### config.mk
export PLATFORM = sky130hd
export DESIGN_NAME = tcu_capture_unit
export DESIGN_NICKNAME = d
export VERILOG_FILES = /design/src/tcu_pkg.sv /design/src/tcu_capture_unit.sv /design/src/tcu_sync.sv /design/src/tcu_prescale.sv
export VERILOG_INCLUDE_DIRS = /design/src
export SDC_FILE = /design/constraint.sdc
export NUM_CORES = 1
export LEC_CHECK = 0
export BUFFER_PORTS_ARGS = -buffer_cell sky130_fd_sc_hd__clkbuf_2
export CORE_MARGIN = 2
export CORE_UTILIZATION = 59
export CTS_BUF_LIST = sky130_fd_sc_hd__clkbuf_4 sky130_fd_sc_hd__clkbuf_8 sky130_fd_sc_hd__clkbuf_16
export DETAILED_ROUTE_END_ITERATION = 7
export GPL_TIMING_DRIVEN = 0
export PLACE_DENSITY = 0.9
export SYNTH_ARGS = -nofsm -noshare
export SYNTH_HDL_FRONTEND = slang
export SYNTH_SLANG_ARGS = --single-unit
### constraint.sdc
create_clock -name SYS_CLK_I -period 4.83 [get_ports SYS_CLK_I]
set_input_delay 0.2415 -clock SYS_CLK_I [delete_from_list [all_inputs] [get_ports SYS_CLK_I]]
set_output_delay 0.2415 -clock SYS_CLK_I [all_outputs]
set_load 0.005 [all_outputs]
### src/tcu_defines.svh
// register offsets, field positions, reset values and timing counts of the capture unit
`ifndef TCU_DEFINES_SVH
`define TCU_DEFINES_SVH

// byte offsets of the register words
`define TCU_OFS_MODE_CTL 8'h00
`define TCU_OFS_CAP_LOW 8'h04
`define TCU_OFS_CAP_HIGH 8'h08
`define TCU_OFS_STATUS 8'h0C
`define TCU_OFS_CONFIG 8'h10
`define TCU_OFS_TIMEBASE 8'h14

// mode select field codes used by this unit
`define TCU_MODE_OFF 4'h0
`define TCU_MODE_CAP_FALL 4'h4
`define TCU_MODE_CAP_RISE 4'h5
`define TCU_MODE_CAP_RISE4 4'h6
`define TCU_MODE_CAP_RISE16 4'h7
`define TCU_MODE_CMP_TRIGGER 4'hB
// capture modes share the upper code bits 01
`define TCU_MODE_CAP_GROUP 2'h1

// field positions
`define TCU_STATUS_FLAG_BIT 0
`define TCU_STATUS_IE_BIT 1
`define TCU_CONFIG_PINSEL_BIT 0
`define TCU_CONFIG_EXTCLK_BIT 1
`define TCU_CONFIG_TBEN_BIT 2

// reset values
`define TCU_RST_MODE_CTL 6'h00
`define TCU_RST_CAP 16'h0000
`define TCU_RST_TIMEBASE 16'h0000
`define TCU_RST_PRESCALE 4'h0

// prescaler terminal counts, one below the edge count
`define TCU_PRE4_LAST 4'h3
`define TCU_PRE16_LAST 4'hF

// timebase internal tick: system clock divided by four
`define TCU_TB_DIV_LAST 2'h3

// axi response codes
`define TCU_RESP_OKAY 2'h0
`define TCU_RESP_SLVERR 2'h2

`endif

### src/tcu_pkg.sv
// types shared by the capture unit files
package tcu_pkg;
  typedef logic [3:0] tcu_mode_t; // mode select field value
  typedef logic [15:0] tcu_count_t; // timebase and capture value
  typedef logic [1:0] tcu_resp_t; // axi response code
endpackage

### src/tcu_capture_unit.sv
// input capture unit with timebase counter and axi4-lite register slave
// Overview of operation
// - capture copies whole 16-bit timebase into pair
// - codes 0100 falling, 0101 rising edge capture
// - codes 0110 every 4th, 0111 16th rise
// - capture sets flag; only software clears it
// - newer capture overwrites value, no overrun indication
// - prescaler cleared when off or not capturing
// - every reset clears the prescaler counter
// - switching prescaler codes keeps the counter value
// - mode change may raise false flag, unsuppressed
// - quarter-rate timebase holds count during sleep
// - external timebase keeps capture working in sleep
// - pin level triggers capture regardless of direction
// - second unit picks capture pin by select bit
// - only second unit starts conversion on compare
//
// The register offsets and the AXI4-Lite register port were decided locally.
`timescale 1ns/1ps
`include "tcu_defines.svh"
module tcu_capture_unit #(
  parameter bit IS_SECOND_UNIT = 1'b0 // unit identity: pin select and conversion start
) (
  input wire logic SYS_CLK_I,
  input wire logic RESET_I,
  input wire logic PRIMARY_PORT_PIN_I,
  input wire logic ALTERNATE_PORT_PIN_I,
  input wire logic TB_EXT_CLK_I,
  input wire logic SLEEP_I,
  output logic CAPTURE_IRQ_O,
  output logic ADC_START_O,
  input wire logic [7:0] AWADDR_I,
  input wire logic AWVALID_I,
  output logic AWREADY_O,
  input wire logic [31:0] WDATA_I,
  input wire logic [3:0] WSTRB_I,
  input wire logic WVALID_I,
  output logic WREADY_O,
  output logic [1:0] BRESP_O,
  output logic BVALID_O,
  input wire logic BREADY_I,
  input wire logic [7:0] ARADDR_I,
  input wire logic ARVALID_I,
  output logic ARREADY_O,
  output logic [31:0] RDATA_O,
  output logic [1:0] RRESP_O,
  output logic RVALID_O,
  input wire logic RREADY_I
);
  // bus state
  logic awready_r, awready_nxt;
  logic wready_r, wready_nxt;
  logic bvalid_r, bvalid_nxt;
  tcu_pkg::tcu_resp_t bresp_r, bresp_nxt;
  logic arready_r, arready_nxt;
  logic rvalid_r, rvalid_nxt;
  tcu_pkg::tcu_resp_t rresp_r, rresp_nxt;
  logic [31:0] rdata_r, rdata_nxt;
  logic aw_got_r, aw_got_nxt; // write address held
  logic w_got_r, w_got_nxt; // write data held
  logic [7:0] awaddr_r, awaddr_nxt;
  logic [31:0] wdata_r, wdata_nxt;
  logic [3:0] wstrb_r, wstrb_nxt;
  logic wr_do; // both halves present, commit this cycle
  logic [31:0] rd_word; // read mux result
  logic rd_hit; // read address is mapped
  logic wr_hit; // write address is mapped

  // unit state
  logic [5:0] mode_ctl_r, mode_ctl_nxt; // duty low bits and mode field
  tcu_pkg::tcu_count_t cap_r, cap_nxt; // capture value pair
  logic flag_r, flag_nxt; // capture event flag
  logic ie_r, ie_nxt; // capture interrupt enable
  logic pinsel_r, pinsel_nxt; // second unit pin select
  logic extclk_r, extclk_nxt; // timebase from external source
  logic tben_r, tben_nxt; // timebase running
  tcu_pkg::tcu_count_t tb_r, tb_nxt; // timebase counter
  logic [1:0] div_r, div_nxt; // quarter rate divider
  logic irq_r, irq_nxt;
  logic adc_r, adc_nxt;
  logic pin_prev_r, pin_prev_nxt; // last synchronised pin level
  logic ext_prev_r, ext_prev_nxt; // last synchronised external clock level

  logic pin_raw; // selected capture pin, direction is irrelevant here
  logic pin_lvl;
  logic ext_lvl;
  logic pin_rise;
  logic pin_fall;
  logic cap_event;
  tcu_pkg::tcu_mode_t mode;
  logic tb_tick;

  assign mode = mode_ctl_r[3:0];
  // the pin is read as a level, so a port write driving it can capture
  assign pin_raw = (IS_SECOND_UNIT && pinsel_r) ? ALTERNATE_PORT_PIN_I
                                                 : PRIMARY_PORT_PIN_I;
  assign pin_rise = pin_lvl & ~pin_prev_r;
  assign pin_fall = ~pin_lvl & pin_prev_r;

  // capture pin synchroniser
  tcu_sync u_pin_sync (
    .clk_i(SYS_CLK_I),
    .rst_i(RESET_I),
    .async_i(pin_raw),
    .level_o(pin_lvl)
  );

  // external timebase clock synchroniser, synchronised counting only
  tcu_sync u_ext_sync (
    .clk_i(SYS_CLK_I),
    .rst_i(RESET_I),
    .async_i(TB_EXT_CLK_I),
    .level_o(ext_lvl)
  );

  // edge qualifier and prescaler
  tcu_prescale u_prescale (
    .clk_i(SYS_CLK_I),
    .rst_i(RESET_I),
    .mode_i(mode),
    .rise_i(pin_rise),
    .fall_i(pin_fall),
    .capture_o(cap_event)
  );

  // read data mux, unused bits read zero
  always_comb begin
    rd_word = 32'h0000_0000;
    rd_hit = 1'b1;
    case (ARADDR_I)
      `TCU_OFS_MODE_CTL: rd_word[5:0] = mode_ctl_r;
      `TCU_OFS_CAP_LOW: rd_word[7:0] = cap_r[7:0];
      `TCU_OFS_CAP_HIGH: rd_word[7:0] = cap_r[15:8];
      `TCU_OFS_STATUS: begin
        rd_word[`TCU_STATUS_FLAG_BIT] = flag_r;
        rd_word[`TCU_STATUS_IE_BIT] = ie_r;
      end
      `TCU_OFS_CONFIG: begin
        rd_word[`TCU_CONFIG_PINSEL_BIT] = pinsel_r;
        rd_word[`TCU_CONFIG_EXTCLK_BIT] = extclk_r;
        rd_word[`TCU_CONFIG_TBEN_BIT] = tben_r;
      end
      `TCU_OFS_TIMEBASE: rd_word[15:0] = tb_r;
      default: rd_hit = 1'b0;
    endcase
  end

  // write address decode on the held address
  always_comb begin
    case (awaddr_r)
      `TCU_OFS_MODE_CTL, `TCU_OFS_CAP_LOW, `TCU_OFS_CAP_HIGH,
      `TCU_OFS_STATUS, `TCU_OFS_CONFIG, `TCU_OFS_TIMEBASE: wr_hit = 1'b1;
      default: wr_hit = 1'b0;
    endcase
  end

  assign wr_do = aw_got_r & w_got_r & ~bvalid_r;

  // axi4-lite channel handshakes; address and data are taken in either order
  always_comb begin
    aw_got_nxt = aw_got_r;
    w_got_nxt = w_got_r;
    awaddr_nxt = awaddr_r;
    wdata_nxt = wdata_r;
    wstrb_nxt = wstrb_r;
    bvalid_nxt = bvalid_r;
    bresp_nxt = bresp_r;
    rvalid_nxt = rvalid_r;
    rresp_nxt = rresp_r;
    rdata_nxt = rdata_r;
    if (AWVALID_I && awready_r) begin
      aw_got_nxt = 1'b1;
      awaddr_nxt = AWADDR_I;
    end
    if (WVALID_I && wready_r) begin
      w_got_nxt = 1'b1;
      wdata_nxt = WDATA_I;
      wstrb_nxt = WSTRB_I;
    end
    if (wr_do) begin
      // unmapped writes are dropped with an error response
      bvalid_nxt = 1'b1;
      bresp_nxt = wr_hit ? `TCU_RESP_OKAY : `TCU_RESP_SLVERR;
      aw_got_nxt = 1'b0;
      w_got_nxt = 1'b0;
    end else if (bvalid_r && BREADY_I) begin
      bvalid_nxt = 1'b0;
    end
    if (ARVALID_I && arready_r) begin
      rvalid_nxt = 1'b1;
      rdata_nxt = rd_word;
      rresp_nxt = rd_hit ? `TCU_RESP_OKAY : `TCU_RESP_SLVERR;
    end else if (rvalid_r && RREADY_I) begin
      rvalid_nxt = 1'b0;
    end
    // one transfer of each kind at a time keeps the slave simple
    awready_nxt = ~aw_got_nxt & ~bvalid_nxt;
    wready_nxt = ~w_got_nxt & ~bvalid_nxt;
    arready_nxt = ~rvalid_nxt;
  end

  // bus registers
  always_ff @(posedge SYS_CLK_I) begin
    if (RESET_I) begin
      awready_r <= 1'b0;
      wready_r <= 1'b0;
      bvalid_r <= 1'b0;
      bresp_r <= `TCU_RESP_OKAY;
      arready_r <= 1'b0;
      rvalid_r <= 1'b0;
      rresp_r <= `TCU_RESP_OKAY;
      rdata_r <= 32'h0000_0000;
      aw_got_r <= 1'b0;
      w_got_r <= 1'b0;
      awaddr_r <= 8'h00;
      wdata_r <= 32'h0000_0000;
      wstrb_r <= 4'h0;
    end else begin
      awready_r <= awready_nxt;
      wready_r <= wready_nxt;
      bvalid_r <= bvalid_nxt;
      bresp_r <= bresp_nxt;
      arready_r <= arready_nxt;
      rvalid_r <= rvalid_nxt;
      rresp_r <= rresp_nxt;
      rdata_r <= rdata_nxt;
      aw_got_r <= aw_got_nxt;
      w_got_r <= w_got_nxt;
      awaddr_r <= awaddr_nxt;
      wdata_r <= wdata_nxt;
      wstrb_r <= wstrb_nxt;
    end
  end

  // timebase tick: quarter rate stalls in sleep, external edges always count
  always_comb begin
    div_nxt = div_r;
    tb_tick = 1'b0;
    if (extclk_r) begin
      tb_tick = ext_lvl & ~ext_prev_r;
    end else if (!SLEEP_I) begin
      div_nxt = div_r + 2'h1;
      tb_tick = (div_r == `TCU_TB_DIV_LAST);
    end
    if (!tben_r) begin
      tb_tick = 1'b0;
    end
  end

  // unit registers: software writes, capture loads and flag behaviour
  always_comb begin
    mode_ctl_nxt = mode_ctl_r;
    cap_nxt = cap_r;
    flag_nxt = flag_r;
    ie_nxt = ie_r;
    pinsel_nxt = pinsel_r;
    extclk_nxt = extclk_r;
    tben_nxt = tben_r;
    tb_nxt = tb_r;
    adc_nxt = 1'b0;
    pin_prev_nxt = pin_lvl;
    ext_prev_nxt = ext_lvl;
    if (tb_tick) begin
      tb_nxt = tb_r + 16'h0001;
    end
    if (wr_do && wr_hit) begin
      case (awaddr_r)
        `TCU_OFS_MODE_CTL: if (wstrb_r[0]) mode_ctl_nxt = wdata_r[5:0];
        `TCU_OFS_CAP_LOW: if (wstrb_r[0]) cap_nxt[7:0] = wdata_r[7:0];
        `TCU_OFS_CAP_HIGH: if (wstrb_r[0]) cap_nxt[15:8] = wdata_r[7:0];
        `TCU_OFS_STATUS: begin
          if (wstrb_r[0]) begin
            // writing zero clears the flag; writing one leaves it
            if (!wdata_r[`TCU_STATUS_FLAG_BIT]) flag_nxt = 1'b0;
            ie_nxt = wdata_r[`TCU_STATUS_IE_BIT];
          end
        end
        `TCU_OFS_CONFIG: begin
          if (wstrb_r[0]) begin
            pinsel_nxt = wdata_r[`TCU_CONFIG_PINSEL_BIT];
            extclk_nxt = wdata_r[`TCU_CONFIG_EXTCLK_BIT];
            tben_nxt = wdata_r[`TCU_CONFIG_TBEN_BIT];
          end
        end
        `TCU_OFS_TIMEBASE: begin
          if (wstrb_r[0]) tb_nxt[7:0] = wdata_r[7:0];
          if (wstrb_r[1]) tb_nxt[15:8] = wdata_r[15:8];
        end
        default: begin
          mode_ctl_nxt = mode_ctl_r;
        end
      endcase
    end
    // capture wins over a software write and over a flag clear in the same cycle
    if (cap_event) begin
      cap_nxt = tb_r;
      flag_nxt = 1'b1;
    end
    // compare trigger start of conversion exists only on the second unit
    if (IS_SECOND_UNIT && (mode == `TCU_MODE_CMP_TRIGGER) && (tb_r == cap_r)) begin
      adc_nxt = 1'b1;
    end
    irq_nxt = flag_nxt & ie_nxt;
  end

  // unit registers, all cleared by reset
  always_ff @(posedge SYS_CLK_I) begin
    if (RESET_I) begin
      mode_ctl_r <= `TCU_RST_MODE_CTL;
      cap_r <= `TCU_RST_CAP;
      flag_r <= 1'b0;
      ie_r <= 1'b0;
      pinsel_r <= 1'b0;
      extclk_r <= 1'b0;
      tben_r <= 1'b0;
      tb_r <= `TCU_RST_TIMEBASE;
      div_r <= 2'h0;
      irq_r <= 1'b0;
      adc_r <= 1'b0;
      pin_prev_r <= 1'b0;
      ext_prev_r <= 1'b0;
    end else begin
      mode_ctl_r <= mode_ctl_nxt;
      cap_r <= cap_nxt;
      flag_r <= flag_nxt;
      ie_r <= ie_nxt;
      pinsel_r <= pinsel_nxt;
      extclk_r <= extclk_nxt;
      tben_r <= tben_nxt;
      tb_r <= tb_nxt;
      div_r <= div_nxt;
      irq_r <= irq_nxt;
      adc_r <= adc_nxt;
      pin_prev_r <= pin_prev_nxt;
      ext_prev_r <= ext_prev_nxt;
    end
  end

  assign AWREADY_O = awready_r;
  assign WREADY_O = wready_r;
  assign BVALID_O = bvalid_r;
  assign BRESP_O = bresp_r;
  assign ARREADY_O = arready_r;
  assign RVALID_O = rvalid_r;
  assign RRESP_O = rresp_r;
  assign RDATA_O = rdata_r;
  assign CAPTURE_IRQ_O = irq_r;
  assign ADC_START_O = adc_r;
endmodule // tcu_capture_unit

### src/tcu_sync.sv
// three flop synchroniser with agreement filter for an asynchronous level
`timescale 1ns/1ps
module tcu_sync (
  input wire logic clk_i,
  input wire logic rst_i,
  input wire logic async_i,
  output logic level_o
);
  logic s1_r; // first stage, read only by s2_r
  logic s2_r;
  logic s3_r;
  logic level_r;
  logic level_nxt;

  // the level moves only when stages two and three agree
  always_comb begin
    level_nxt = level_r;
    if (s2_r == s3_r) begin
      level_nxt = s3_r;
    end
  end

  // plain register stage, synchronous reset
  always_ff @(posedge clk_i) begin
    if (rst_i) begin
      s1_r <= 1'b0;
      s2_r <= 1'b0;
      s3_r <= 1'b0;
      level_r <= 1'b0;
    end else begin
      s1_r <= async_i;
      s2_r <= s1_r;
      s3_r <= s2_r;
      level_r <= level_nxt;
    end
  end

  assign level_o = level_r;
endmodule // tcu_sync

### src/tcu_prescale.sv
// capture event qualifier with edge prescaler counter
`timescale 1ns/1ps
`include "tcu_defines.svh"
module tcu_prescale (
  input wire logic clk_i,
  input wire logic rst_i,
  input wire tcu_pkg::tcu_mode_t mode_i,
  input wire logic rise_i,
  input wire logic fall_i,
  output logic capture_o
);
  logic [3:0] cnt_r; // rising edges seen since the last capture
  logic [3:0] cnt_nxt;
  logic cap_mode; // field selects one of the capture modes

  // count qualifying edges and flag the capturing one
  always_comb begin
    cnt_nxt = cnt_r;
    capture_o = 1'b0;
    cap_mode = (mode_i[3:2] == `TCU_MODE_CAP_GROUP);
    if (!cap_mode) begin
      // off or any non capture mode empties the counter
      cnt_nxt = `TCU_RST_PRESCALE;
    end else begin
      // moving between capture codes keeps the count, so a stray capture may follow
      case (mode_i)
        `TCU_MODE_CAP_FALL: begin
          capture_o = fall_i;
        end
        `TCU_MODE_CAP_RISE: begin
          capture_o = rise_i;
        end
        `TCU_MODE_CAP_RISE4: begin
          if (rise_i) begin
            if (cnt_r >= `TCU_PRE4_LAST) begin
              capture_o = 1'b1;
              cnt_nxt = `TCU_RST_PRESCALE;
            end else begin
              cnt_nxt = cnt_r + 4'h1;
            end
          end
        end
        `TCU_MODE_CAP_RISE16: begin
          if (rise_i) begin
            if (cnt_r == `TCU_PRE16_LAST) begin
              capture_o = 1'b1;
              cnt_nxt = `TCU_RST_PRESCALE;
            end else begin
              cnt_nxt = cnt_r + 4'h1;
            end
          end
        end
        default: begin
          capture_o = 1'b0;
        end
      endcase
    end
  end

  // counter register, cleared by reset
  always_ff @(posedge clk_i) begin
    if (rst_i) begin
      cnt_r <= `TCU_RST_PRESCALE;
    end else begin
      cnt_r <= cnt_nxt;
    end
  end
endmodule // tcu_prescale

==> impl_results.md <==
* Setup total negative slack at 0 ns
* Pin count of the biggest net entering global routing at 19
* Bufs on Longest Clock Path at 2
* WP data arrival at 2.81 ns
* Number of global-route vias before repair at 4056
* Most common cell in the synthesized netlist: dfxtp_1
* Initial antenna violation count at 0
* Tot GR Track Use at 27.8%
* Starting DRT DRC Count at 345
* Total number of vias at 4400
* TritonRoute pass-1 iters at 5
* Share of post-route cells with drive strength above 1 at 17.6%
* GRT Max-Usage Layer: met2
* Met2 Usage GRT at 45.6%
* Root buf cell: clkbuf_8
* Post-synthesis sequential area ratio at 44.6%
* Core Box Area at 8220 um^2
* # DRC at 0
* Final worst path period need at 2.56 ns
* Die Area at 9190 um^2
* Post-CTS Setup Inserts at 0
* GR Layer Usage met3 at 5.56%
* H-tree level count at 3
* Setup violators final at 0
* Peak fanout along the critical path at 10
* Reg clk slew, reported paths at 0.10 ns
* Die span in y at 95.9 um
* Top-area cell type share of the netlist area at 44.6%
* Hold Buf Count CTS at 0
* Status: completed
* Synth warnings at 0
* Slowest CP cell: or4_4
* RSZ-0062 raised after global routing: no
* Critical Path Max Stage Delay at 0.56 ns
* Layout net count at 721
* Worst-margin pin slew at 0.957 ns
* Remaining Overflow, GRT at 0
* Count of flip-flops with a built-in enable after synthesis at 0
* Synth top cells by count: 111 x dfxtp_1, 75 x nor2_1, 70 x nand2_1
* Peak supply drop at 0.190 mV
* ANT nets after route at 0
* Starting Density at 60.6%
* Vias/cell at 5.75
* Biggest area consumer among synthesized cells: dfxtp_1
* Async set-reset flop share out of synthesis at 0%
* Syn avg cell area at 8.87 um^2
* Met1 Use GR at 35.9%
* CTS tree: done
* Crit path capture type: flop
* First-pass GRT wire length at 19500 um
* Ports at 106
* # diodes at 0
* Tcrit/Tclk final at 52.9%
* Area Overhead vs Synth at 14.8%
* # port buffers at 65
* Dpl hpwl at 8830 um
* Slew margin rel. at 35.7%
* Primary FF master, synth: dfxtp_1
* PwrDens at 292 nW/um^2
* GP Congestion at 0.903
* Hold violation count in the final report at 0
* Final Slew Violations at 0
* Critical path's top delay family: simple AND/OR/NAND/NOR gates
* Top cells by area, synth: dfxtp_1 45%, mux2i_1 7.6%, nor2_1 5.7%
* CTS buffer count at 9
* Routed wire per std cell at 15.7 um
* Post-cts gate resize count at 0
* Clock sinks at 111
* Hold_ws at 0.0602 ns
* Clk_lat worst skew at 0.38 ns
* Fmax achieved at 391 MHz
* Yosys reg bits at 111
* P_leak at 0.00230 uW
* Critical path type: reg -> reg
* Post-Syn Area at 4980 um^2
* Row count at 33
* Synth unique cells at 52
* CP bufs+invs at 1
* Gate Count Post-Synth at 561
* Max Cap Viol at 0
* Hold Crit Class: in -> reg
* CP required at 5.08 ns
* CP startpoint kind: flop
* Die X at 95.9 um
* Worst Clk Skew at 0.0110 ns
* Final wirelength at 12000 um
* Crit-path cells: or4_4, nor3_1, nand4_1, clkbuf_1, nor2_1, a211oi_1
## layout by cell type, fill, tap and decap left out, types with 8 or more instances in the layout
cell type	count
a21oi_1	37
a22oi_1	15
clkbuf_8	15
mux2i_1	38
conb_1	19
nor2b_1	16
nand3_1	11
dfxtp_1	111
clkbuf_1	22
clkbuf_2	65
xnor2_1	9
o21ai_0	8
xor2_1	9
nor3_1	8
nand2_1	70
buf_4	21
a211oi_1	32
nor2_1	75
## flip-flops by register name, indices dropped and copies added (netlist names), 2 cells and up
signal and count:
wstrb_r 2, u_prescale.cnt_r 4, mode_ctl_r 6, RDATA_O 16
tb_r 16, div_r 2, cap_r 16, awaddr_r 8
wdata_r 16
## worst register-to-register path: stages, from the launching register on
cell,delay [ns]
dfxtp_1,0.33
or4_4,0.56
nor3_1,0.55
nand4_1,0.40
clkbuf_1,0.32
nor2_1,0.20
a211oi_1,0.07
## routing by layer
layer	vias to the layer above	wire length, um	part of all wire [%]
met4	0	385	3.2
met2	216	5680	47
met1	2032	4930	41
met5	-	0	0
li1	2120	-	-
met3	32	1020	8.5
## final cells by class
cell class                 instances  area [um^2]
tap                              105          131
buffer                            51          327
inverter                           3         11.3
multi-input combinational        414         2480
clock inverter                     5         62.6
clock buffer                      11          151
sequential                       111         2220
timing repair buffer              65          325
fill                             628         2500
## path summary, 6_finish.rpt
path,end,from,slack [ns],cells after the start
min reg2reg,u_ext_sync.s2_r,u_ext_sync.s1_r,0.45,1
max reg2reg,tb_r[15],awaddr_r[5],2.27,6
min,u_pin_sync.s1_r,PRIMARY_PORT_PIN_I,0.06,2
max,tb_r[15],awaddr_r[5],2.27,6
## stage by stage
step / power, uW / utilization (%) / cells / area, um^2 / setup slack, ns
floorplan: 1050 / - / 579 / 5040 / 2.64
global placement: 1090 / 67.0 / 749 / 5500 / 2.44
detailed placement: 1090 / 67.0 / 749 / 5500 / 2.36
CTS: 1670 / 69.6 / 765 / 5720 / 2.32
global route: 1730 / 69.6 / 765 / 5720 / 2.07
finish: 1670 / 69.6 / 765 / 5720 / 2.27
## power by group
group          internal [uW]  total (uW)  leakage (uW)  switching, uW
registers                934         952      0.000899           17.9
logic                   54.9         124       0.00129           68.6
clock network            273         594      0.000108            321
## cells by family after synthesis
group | Yosys count | synth area share [%]
AOI/OAI and AO/OA | 108 | 14.2
and+or+nand+nor | 226 | 22.0
other | 1 | 0.0753
adders and majority gates | 3 | 0.754
DFF | 111 | 44.6
xor gates and xnor gates | 18 | 3.17
muxes | 40 | 8.32
buffers and inverters | 54 | 6.79
(Power assumes the default switching activity.)
